===== config.mk =====
export PLATFORM = sky130hd
export DESIGN_NAME = iopcb_top
export DESIGN_NICKNAME = d
export VERILOG_FILES = /design/src/shared/iopcb_pkg.sv /design/src/rtl/iopcb_top.sv
export SDC_FILE = /design/constraint.sdc
export NUM_CORES = 2
export LEC_CHECK = 0
export BUFFER_PORTS_ARGS = -buffer_cell sky130_fd_sc_hd__buf_2
export CAP_MARGIN = 20
export CORE_MARGIN = 5
export CORE_UTILIZATION = 62
export DETAILED_ROUTE_END_ITERATION = 6
export PLACE_DENSITY_LB_ADDON = 0.2
export SETUP_SLACK_MARGIN = 0.02
export SKIP_LAST_GASP = 1
export SYNTH_ARGS = -nofsm -noshare
export SYNTH_HDL_FRONTEND = slang
export SYNTH_SLANG_ARGS = --single-unit
export TNS_END_PERCENT = 100

===== constraint.sdc =====
create_clock -name ref_clk_i -period 6.9 [get_ports ref_clk_i]
set_input_delay 0.345 -clock ref_clk_i [delete_from_list [all_inputs] [get_ports ref_clk_i]]
set_output_delay 0.345 -clock ref_clk_i [all_outputs]
set_load 0.02 [all_outputs]

===== src/shared/iopcb_pkg.sv =====
// constants, register map and carrier types for the port and clock block cluster
`default_nettype none

package iopcb_pkg;

   // ==========================================================================
   // sizes
   localparam int NPORT = 6;
   localparam int NPIN = 32;
   localparam int NCB = 6;
   localparam int DW = 32;
   localparam int AW = 8;
   localparam int CW = 16;
   localparam int SW = 6;

   // port widths and first pin, narrowest first
   localparam int PORT_W [NPORT] = '{1, 1, 4, 8, 16, 32};
   localparam int PORT_PIN0 [NPORT] = '{0, 1, 0, 0, 0, 0};

   // pins taken by the serial link when it is enabled
   localparam int LINK_PIN_LO = 24;
   localparam int LINK_PIN_HI = 31;

   // ==========================================================================
   // register map (word addresses)
   localparam logic [1:0] REGION_PORT = 2'h0;
   localparam logic [1:0] REGION_CB = 2'h1;
   localparam logic [AW-1:0] LINK_ADDR = 8'h80;

   localparam logic [2:0] REG_CTRL = 3'h0;
   localparam logic [2:0] REG_DATA = 3'h1;
   localparam logic [2:0] REG_COND = 3'h2;
   localparam logic [2:0] REG_TIME = 3'h3;
   localparam logic [2:0] REG_STAMP = 3'h4;
   localparam logic [2:0] REG_STATUS = 3'h5;

   localparam logic REG_CB_CFG = 1'b0;
   localparam logic REG_CB_DIV = 1'b1;

   // ==========================================================================
   // carriers
   typedef enum logic [1:0] {
      COND_NONE = 2'h0,
      COND_EQ = 2'h1,
      COND_NE = 2'h2
   } iopcb_cond_e;

   typedef struct packed {
      logic en;
      logic dir_out;
      logic open_drain;
      logic strobe_en;
      iopcb_cond_e cond;
      logic [2:0] clk_sel;
   } iopcb_port_cfg_s;

   typedef struct packed {
      logic from_pin;
      logic pin_sel;
      logic [7:0] div;
   } iopcb_cb_cfg_s;

   localparam int CTRL_BITS = $bits(iopcb_port_cfg_s);
   localparam int CB_BITS = $bits(iopcb_cb_cfg_s);
   localparam iopcb_port_cfg_s PORT_CFG_RESET = '0;
   localparam iopcb_cb_cfg_s CB_CFG_RESET = '0;
   localparam logic [CW-1:0] COUNT_RESET = 16'h0000;

endpackage : iopcb_pkg

`default_nettype wire


===== src/rtl/iopcb_top.sv =====
// programmable pin ports with serialiser, port counters, strobes and clock blocks
`default_nettype none

module iopcb_top
   import iopcb_pkg::*;
(
   input wire logic ref_clk_i,
   input wire logic rst_i,
   input wire logic [AW-1:0] addr_i,
   input wire logic [DW-1:0] wr_data_i,
   input wire logic wr_i,
   input wire logic rd_i,
   output logic [DW-1:0] rd_data_o,
   output logic core_stall_o,
   input wire logic [NPIN-1:0] pin_i,
   output logic [NPIN-1:0] pin_o,
   output logic [NPIN-1:0] pin_oe_o,
   output logic [NPIN-1:0] pin_pulldown_property_o,
   input wire logic [NPORT-1:0] input_strobe_i,
   output logic [NPORT-1:0] output_strobe_o,
   output logic [NPORT-1:0] event_o,
   output logic link_en_o
);

   // ==========================================================================
   // helpers
   function automatic logic [DW-1:0] width_mask(input int p);
      logic [DW-1:0] m;
      m = '1;
      if (PORT_W[p] < DW) begin
         m = DW'((64'h1 << PORT_W[p]) - 64'h1);
      end
      return m;
   endfunction : width_mask

   function automatic logic [DW-1:0] pin_bits(input int p, input logic [NPIN-1:0] pins);
      return (DW'(pins) >> PORT_PIN0[p]) & width_mask(p);
   endfunction : pin_bits

   function automatic logic [SW-1:0] last_slice(input int p);
      return SW'((DW / PORT_W[p]) - 1);
   endfunction : last_slice

   // ==========================================================================
   // register bus decode
   wire logic in_port_region = (addr_i[7:6] == REGION_PORT) && (int'(addr_i[5:3]) < NPORT);
   wire logic in_cb_region = (addr_i[7:6] == REGION_CB) && (int'(addr_i[3:1]) < NCB);
   wire logic [2:0] port_sel = addr_i[5:3];
   wire logic [2:0] reg_sel = addr_i[2:0];
   wire logic [2:0] cb_sel = addr_i[3:1];
   wire logic cb_reg = addr_i[0];
   wire logic is_link = (addr_i == LINK_ADDR);

   // ==========================================================================
   // state
   iopcb_port_cfg_s cfg [NPORT];
   iopcb_cb_cfg_s cbc [NCB];
   logic [DW-1:0] xfer [NPORT];
   logic [DW-1:0] shreg [NPORT];
   logic [DW-1:0] cond_val [NPORT];
   logic [DW-1:0] out_val [NPORT];
   logic [CW-1:0] count [NPORT];
   logic [CW-1:0] stamp [NPORT];
   logic [CW-1:0] when [NPORT];
   logic [SW-1:0] slice [NPORT];
   logic [NPORT-1:0] full;
   logic [NPORT-1:0] armed;
   logic [NCB-1:0] cb_tick;
   logic [NPORT-1:0] stall_hit;
   logic [NPORT-1:0] rd_ok;
   logic link_en;

   // ==========================================================================
   // clock blocks
   // reference tick
   assign cb_tick[0] = 1'b1;

   for (genvar c = 1; c < NCB; c++) begin : g_cb
      logic src_prev;
      logic [7:0] div_cnt;
      wire logic src_lvl = pin_i[PORT_PIN0[cbc[c].pin_sel]];
      wire logic src_edge = cbc[c].from_pin ? (src_lvl & ~src_prev) : 1'b1;
      wire logic div_wrap = (div_cnt == cbc[c].div);
      assign cb_tick[c] = src_edge & div_wrap;

      always_ff @(posedge ref_clk_i) begin
         if (rst_i) begin
            src_prev <= 1'b0;
            div_cnt <= 8'h00;
            cbc[c] <= CB_CFG_RESET;
         end else begin
            src_prev <= src_lvl;
            if (src_edge) begin
               div_cnt <= div_wrap ? 8'h00 : div_cnt + 8'h01;
            end
            if (wr_i && in_cb_region && int'(cb_sel) == c) begin
               if (cb_reg == REG_CB_CFG) begin
                  cbc[c].from_pin <= wr_data_i[0];
                  cbc[c].pin_sel <= wr_data_i[1];
               end else begin
                  cbc[c].div <= wr_data_i[7:0];
               end
            end
         end
      end
   end

   assign cbc[0] = CB_CFG_RESET;

   // ==========================================================================
   // ports
   for (genvar p = 0; p < NPORT; p++) begin : g_port
      localparam int W = PORT_W[p];
      wire logic sel = in_port_region && int'(port_sel) == p;
      wire logic ctrl_wr = wr_i && sel && reg_sel == REG_CTRL;
      wire logic data_wr = wr_i && sel && reg_sel == REG_DATA;
      wire logic data_rd = rd_i && sel && reg_sel == REG_DATA;
      wire logic cond_wr = wr_i && sel && reg_sel == REG_COND;
      wire logic time_wr = wr_i && sel && reg_sel == REG_TIME;
      wire logic tick = cfg[p].en && (int'(cfg[p].clk_sel) < NCB) && cb_tick[cfg[p].clk_sel];
      wire logic [DW-1:0] pv = pin_bits(p, pin_i);
      wire logic time_ok = ~armed[p] | (count[p] == when[p]);
      wire logic cond_ok = (cfg[p].cond == COND_NONE) ||
                           (cfg[p].cond == COND_EQ && pv == cond_val[p]) ||
                           (cfg[p].cond == COND_NE && pv != cond_val[p]);
      wire logic strobe_ok = ~cfg[p].strobe_en | input_strobe_i[p];
      wire logic in_fire = tick && !cfg[p].dir_out && time_ok && cond_ok && strobe_ok;
      wire logic in_done = in_fire && slice[p] == last_slice(p);
      wire logic [DW-1:0] in_word = (shreg[p] >> W) | (pv << (DW - W));
      wire logic out_load = tick && cfg[p].dir_out && slice[p] == '0 && full[p] && time_ok;
      wire logic out_step = tick && cfg[p].dir_out && slice[p] != '0;
      wire logic wr_ok = data_wr && cfg[p].dir_out && !full[p];
      assign rd_ok[p] = data_rd && !cfg[p].dir_out && full[p];
      assign stall_hit[p] = (data_wr && !wr_ok) || (data_rd && !rd_ok[p]);

      always_ff @(posedge ref_clk_i) begin
         if (rst_i) begin
            cfg[p] <= PORT_CFG_RESET;
            xfer[p] <= '0;
            shreg[p] <= '0;
            cond_val[p] <= '0;
            out_val[p] <= '0;
            count[p] <= COUNT_RESET;
            stamp[p] <= COUNT_RESET;
            when[p] <= COUNT_RESET;
            slice[p] <= '0;
            full[p] <= 1'b0;
            armed[p] <= 1'b0;
            output_strobe_o[p] <= 1'b0;
            event_o[p] <= 1'b0;
         end else begin
            count[p] <= count[p] + CW'(tick);
            // transfer register full flag, set wins
            full[p] <= (full[p] & ~rd_ok[p] & ~out_load) | in_done | wr_ok;
            event_o[p] <= in_done | (in_fire & cfg[p].cond != COND_NONE);
            output_strobe_o[p] <= out_load | out_step;
            if (ctrl_wr) begin
               cfg[p] <= iopcb_port_cfg_s'(wr_data_i[CTRL_BITS-1:0]);
            end else if (in_fire) begin
               cfg[p].cond <= COND_NONE;
            end
            if (cond_wr) begin
               cond_val[p] <= wr_data_i & width_mask(p);
            end
            if (time_wr) begin
               when[p] <= wr_data_i[CW-1:0];
               armed[p] <= 1'b1;
            end else if (in_fire || out_load) begin
               armed[p] <= 1'b0;
            end
            if (wr_ok) begin
               xfer[p] <= wr_data_i;
            end
            if (in_fire) begin
               shreg[p] <= in_word;
               slice[p] <= in_done ? '0 : slice[p] + SW'(1);
            end
            if (in_done) begin
               xfer[p] <= in_word;
            end
            if (out_load) begin
               out_val[p] <= xfer[p] & width_mask(p);
               shreg[p] <= xfer[p] >> W;
               slice[p] <= last_slice(p);
            end else if (out_step) begin
               out_val[p] <= shreg[p] & width_mask(p);
               shreg[p] <= shreg[p] >> W;
               slice[p] <= slice[p] - SW'(1);
            end
            if (in_done || out_load) begin
               stamp[p] <= count[p];
            end
         end
      end
   end

   // ==========================================================================
   // pin ownership and drive
   logic [NPIN-1:0] next_pin_o;
   logic [NPIN-1:0] next_pin_oe;
   logic [NPIN-1:0] owned;

   always_comb begin
      int own;
      logic bit_v;
      own = 0;
      bit_v = 1'b0;
      for (int i = 0; i < NPIN; i++) begin
         owned[i] = 1'b0;
         own = 0;
         for (int p = NPORT - 1; p >= 0; p--) begin
            if (cfg[p].en && i >= PORT_PIN0[p] && i < PORT_PIN0[p] + PORT_W[p]) begin
               owned[i] = 1'b1;
               own = p;
            end
         end
         if (link_en && i >= LINK_PIN_LO && i <= LINK_PIN_HI) begin
            owned[i] = 1'b0;
         end
         bit_v = out_val[own][i - PORT_PIN0[own]];
         next_pin_o[i] = bit_v & ~cfg[own].open_drain;
         next_pin_oe[i] = owned[i] & cfg[own].dir_out & (~cfg[own].open_drain | ~bit_v);
      end
   end

   // ==========================================================================
   // read mux
   logic [DW-1:0] next_rd_data;

   always_comb begin
      int p;
      int c;
      p = int'(port_sel);
      c = int'(cb_sel);
      next_rd_data = '0;
      if (in_port_region) begin
         case (reg_sel)
            REG_CTRL: next_rd_data = DW'(cfg[p]);
            REG_DATA: next_rd_data = rd_ok[p] ? xfer[p] : '0;
            REG_COND: next_rd_data = cond_val[p];
            REG_TIME: next_rd_data = DW'(count[p]);
            REG_STAMP: next_rd_data = DW'(stamp[p]);
            REG_STATUS: next_rd_data = DW'({slice[p], armed[p], full[p]});
            default: next_rd_data = '0;
         endcase
      end else if (in_cb_region) begin
         next_rd_data = (cb_reg == REG_CB_CFG) ? DW'({cbc[c].pin_sel, cbc[c].from_pin})
                                               : DW'(cbc[c].div);
      end else if (is_link) begin
         next_rd_data = DW'(link_en);
      end
   end

   // ==========================================================================
   // output registers
   always_ff @(posedge ref_clk_i) begin
      if (rst_i) begin
         rd_data_o <= '0;
         core_stall_o <= 1'b0;
         pin_o <= '0;
         pin_oe_o <= '0;
         pin_pulldown_property_o <= '1;
         link_en <= 1'b0;
         link_en_o <= 1'b0;
      end else begin
         rd_data_o <= rd_i ? next_rd_data : '0;
         core_stall_o <= |stall_hit;
         pin_o <= next_pin_o;
         pin_oe_o <= next_pin_oe;
         pin_pulldown_property_o <= ~owned;
         if (wr_i && is_link) begin
            link_en <= wr_data_i[0];
         end
         link_en_o <= link_en;
      end
   end

endmodule : iopcb_top

`default_nettype wire


# [Word level (Yosys, flattened, before mapping)]
# Memories as Yosys holds them, arrays and structs flattened.
# Cells that the tools add are included.
[totals] reg_bits=250 latchBits=0 ram_bits=1146 rom_bits=1536 in_bits=82 output_inout_bits=142 wordCells=1364 mem_count=15
[classes] add_sub_neg=55 mul=0 div=0 magnitude_cmp=64 n_eq_ne=57 shift=0 n_mux=491 n_bitwise=350 n_reduce_logical=276
[memory_table] name="(name not given)" words=8 width=32 read_ports=1 rd_ports_with_merged_regs=0 wr=0 line_no="iopcb_top.sv:220" text="bit_v = out_val[own][i - PORT_PIN0[own]];"
[memory_table] name="(name not given)" words=8 width=32 read_ports=1 rd_ports_with_merged_regs=0 wr=0 line_no="iopcb_top.sv:220"
[memory_table] name="(name not given)" words=8 width=32 read_ports=1 rd_ports_with_merged_regs=0 wr=0 line_no="iopcb_top.sv:220"
[memory_table] name="(name not given)" words=8 width=32 read_ports=1 rd_ports_with_merged_regs=0 wr=0 line_no="iopcb_top.sv:220"
[memory_table] name="(name not given)" words=8 width=32 read_ports=1 rd_ports_with_merged_regs=0 wr=0 line_no="iopcb_top.sv:220"
[memory_table] name="(name not given)" words=8 width=32 read_ports=1 rd_ports_with_merged_regs=0 wr=0 line_no="iopcb_top.sv:220"
[memory_table] name="+9 memories"
[op_table] op="32-bit 2-to-1 mux" count=77
[op_table] op="32-bit by 7-bit < comparator with 1-bit output (second input constant)" count=37
[op_table] op="6-bit by 32-bit subtractor with 32-bit output (first input constant)" count=16
[op_table] op="32-bit binary-select mux with 2-bit select" count=5
[op_table] op="1-bit 2-to-1 mux" count=297
[op_table] op="16-bit 2-to-1 mux" count=18
[op_table] op="5-bit by 32-bit subtractor with 32-bit output (first input constant)" count=8
[op_table] op="32-bit by 4-bit greater-or-equal comparator with 1-bit output (second input constant)" count=7
[op_table] op="32-bit NOT" count=7
[op_table] op="32-bit one-hot mux with 6 select lines" count=1
[op_table] op="1-bit binary-select mux with 5-bit select" count=37
[op_table] op="1-bit logical AND" count=177
[op_table] op="1-bit bitwise OR" count=164
[op_table] op="6-bit 2-to-1 mux" count=24
[op_table] op="4-bit by 32-bit subtractor with 32-bit output (first input constant)" count=4
[op_table] op="1-bit AND" count=99
[op_table] op="16-bit by 1-bit adder with 16-bit output" count=6
[op_table] op="16-bit equality test" count=6
[op_table] op="1-bit NOT" count=69
[op_table] op="1-bit by 32-bit equality test with 1-bit output" count=2
[op_table] op="1-bit by 32-bit != test with 1-bit output" count=2
[op_table] op="31-bit by 32-bit bitwise OR with 32-bit output" count=2
[op_table] op="3-bit by 32-bit subtractor with 32-bit output (first input constant)" count=2
[op_table] op="8-bit 2-to-1 mux" count=7
[op_table] op="48 further kinds" count=219

# [Longest topological paths before layout]
[depth] word_depth=23 mapped_depth=15 mapped_depth_nobuf=12

# [Worst setup path after synthesis]
# No wires, ideal clock.
[synth_timing] path_kind="reg-to-reg" start="reg g_cb[1].div_cnt[6]" end="mem shreg[3][0] (enable)" setup_time_ns=0.486 t_arrival_ns=4.496 t_required_ns=6.414 slack_ns=1.918 stages_incl_launch_ff=8 n_path_buf=1 synth_period_minus_slack_ns=4.982 cell_sequence="dfxtp_1 > xor2_1 > nor4_2 > nand3_1 > a311oi_1 > a22oi_1 > buf_2 > o21ai_0"
[synth_lines] element="start, declared" line_no="iopcb_top.sv:80" text="logic [7:0] div_cnt;"
[synth_lines] element="start signal, assigned" line_no="iopcb_top.sv:94" text="div_cnt <= div_wrap ? 8'h00 : div_cnt + 8'h01;"
[synth_lines] element="end, declared" line_no="iopcb_top.sv:59" text="logic [DW-1:0] shreg [NPORT];"

==> results.json <==
{
  "hold_depth": 2,
  "synthMuxAreaShare_pct": 6.83,
  "clk_path_buf_depth": 3,
  "nFillCells": 6102,
  "layout-drive-gt1-share_pct": 14.3,
  "synth-seq-cells": 1111,
  "die-area_um2": 91900,
  "wire_per_inst_um": 30.3,
  "cp.arrival_ns": 4.88,
  "cap_viol_max_count": 0,
  "synth_xor_area_share_pct": 5.11,
  "synth_top_family_by_area": "simple AND/OR/NAND/NOR gates",
  "leakage_nw": 21.9,
  "dpl.hpwl_mm": 122,
  "worstPathRequired_ns": 7.48,
  "crit_path_end_kind": "register",
  "syn_area_per_cell_um2": 11.7,
  "grt_pass1_vias": 37700,
  "rows": 107,
  "synth_compound_area_share_pct": 12.9,
  "root_buffer": "clkbuf_16",
  "path_clk_slew_ns": 0.06,
  "hold_class": "in -> reg",
  "drc": 0,
  "final_core_util_pct": 69.5,
  "setup_violations": 0,
  "via_count": 40700,
  "syn_to_final_growth_pct": 11.2,
  "core_area_um2": 85300,
  "ios": 224,
  "die_w_um": 303,
  "timing.final.crit_share_pct": 62.4,
  "setup_tns_ns": 0,
  "worst_pin_slew_ns": 1.24,
  "critical_path_class": "reg -> reg",
  "post_cts_buffers": 0,
  "slew_violations": 0,
  "synthCells": 4562,
  "ir_drop_uv": 235,
  "routed_wl_mm": 179,
  "status": "complete, no violations",
  "numPortBuffers": 223,
  "ys_warn_count": 0,
  "fmax_mhz": 232,
  "numCtsBuffers": 113,
  "drt-initial-drc-count": 6329,
  "synth.cell_area_um2": 53300,
  "start_util_pct": 62.5,
  "rsz0062_at_grt": "false",
  "layout_min_cycle_time_ns": 4.30,
  "grt_antenna_before_repair": 12,
  "synthesis.nets": 4676,
  "slew_headroom_pct": 17.5,
  "drtPass1Iterations": 6,
  "grtUsageTotal_pct": 38.1,
  "htreeDepth": 3,
  "synth.distinct_cells": 93,
  "cts_tree": "done",
  "synth_edf_count": 790,
  "ys.flop_type": "edfxtp_1",
  "layout.cells.most_common": "edfxtp_1",
  "layout_common_cells": "edfxtp_1 (790), nor2_1 (334), a22o_1 (321), dfxtp_1 (321), nand2_1 (269)",
  "seq_area_frac_synth_pct": 56.6,
  "synth-simple-area-share_pct": 14.2,
  "path_max_fanout": 34,
  "synth_fa_ha_area_share_pct": 0.751,
  "reg2regPathDepth": 8,
  "vias_per_cell": 6.91,
  "start_kind": "register",
  "die_h_um": 303,
  "cts.sinks": 1111,
  "synthArstFlopShare_pct": 0,
  "finalHoldViolations": 0,
  "ant_nets": 0,
  "clock_latency_ns": 0.72,
  "grt_overflow": 0,
  "grt_max_degree": 82,
  "place_congestion": 0.999,
  "nets": 4755,
  "grt_first_pass_wirelength_mm": 256,
  "finClkSkew_ns": 0.0298,
  "power_density_nw_per_um2": 259
}
synth_stat cells, drive strengths merged (18+ instances only):
library cell	number	area share, %
nand2b	25	0.29
and3	86	1.0
and2	254	3.0
o21a	23	0.32
clkbuf	239	1.7
dfxtp	321	12
o21ai	120	1.2
mux4	81	3.4
inv	79	0.56
buf	131	1.4
xnor2	195	3.2
nor2b	66	0.77
nand4	89	1.0
xor2	116	1.9
o22ai	64	0.75
or3	25	0.29
nor4	18	0.37
mux2	20	0.42
a21boi	18	0.25
a211oi	43	0.62
nor3	59	0.55
and4	21	0.35
ha	32	0.75
a22oi	32	0.45
nand2	270	1.9
a22o	321	5.3
a31oi	21	0.25
nand3	162	1.5
edfxtp	790	45
a21oi	167	1.6
mux2i	159	3.0
nor2	341	2.4
final timing paths:
kind	end	startpoint	slack (ns)
setup / recovery	xfer[5][16]	g_cb[3].div_cnt[1]	2.60
hold / removal	xfer[5][16]	pin_i[16]	0.05
setup reg to reg	xfer[5][16]	g_cb[3].div_cnt[1]	2.60
hold reg to reg	pin_oe_o[19]	out_val[5][19]	0.45
sequential cells by signal, indices dropped and copies added (netlist names), 36 cells and up:
| signal | cells |
|---|---|
| cond_val | 62 |
| slice | 36 |
| when | 96 |
| stamp | 96 |
| out_val | 62 |
| xfer | 192 |
| g_cb.div_cnt | 40 |
| cbc | 50 |
| shreg | 192 |
| count | 96 |
| cfg | 54 |
kinds of logic after synthesis:
| group | Yosys count |
|---|---|
| mux | 260 |
| buf+inv | 451 |
| simple gates | 1462 |
| flops | 1111 |
| compound gates | 935 |
| fa+ha+maj | 32 |
| xor+xnor | 311 |
where the power goes:
group	internal [mW]	switching, mW
sequential	7.45	0.250
clock	3.72	2.71
combinational	0.378	0.869
worst max-delay path, cell delays in order (launching register included):
cell	delay (ns)
dfxtp_1	0.36
xor2_1	0.19
nor4_2	0.75
nand4_1	0.17
a311o_1	0.52
nand2_1	0.88
and3_1	0.79
buf_4	0.36
a22o_1	0.16
timing repair:
action / in CTS / in global routing
hold endpoints to repair: 23 / 0
endpoints found under the setup margin: 0 / 0
gates resized for setup: 0 / 0
hold buffers: 15 / 0
layer usage:
layer,part of all wire (%),up-vias,track usage [%]
li1,-,17100,-
met1,36,19700,52.3
met2,43,3329,55.4
met3,16,515,11.7
met4,5.8,4,19.1
met5,0.015,-,0
stage by stage:
stage	hold slack, ns	area (um2)	cells	worst slack [ns]	total power, mW
global placement	0.424	55100	5648	2.41	8.98
floorplan	0.418	53300	4562	1.92	8.46
global route	0.0443	59200	5887	2.48	15.7
finish	0.0506	59300	5896	2.60	15.4
CTS	0.00822	59200	5880	2.70	15.3
detailed placement	0.433	55100	5650	2.28	9.01
layout make-up:
| cell class | instances | area (um2) | area share, % |
|---|---|---|---|
| flip-flops and latches | 1111 | 30100 | 50.9 |
| multi-input cells | 3000 | 21400 | 36.1 |
| clock buffers | 151 | 3150 | 5.32 |
| repair buffers | 334 | 2050 | 3.45 |
| well taps | 1144 | 1430 | 2.42 |
| clock inverters | 64 | 756 | 1.28 |
| inverters | 81 | 304 | 0.513 |
| diodes | 11 | 27.5 | 0.0465 |
No activity file was read; power rests on OpenSTA's default activity.
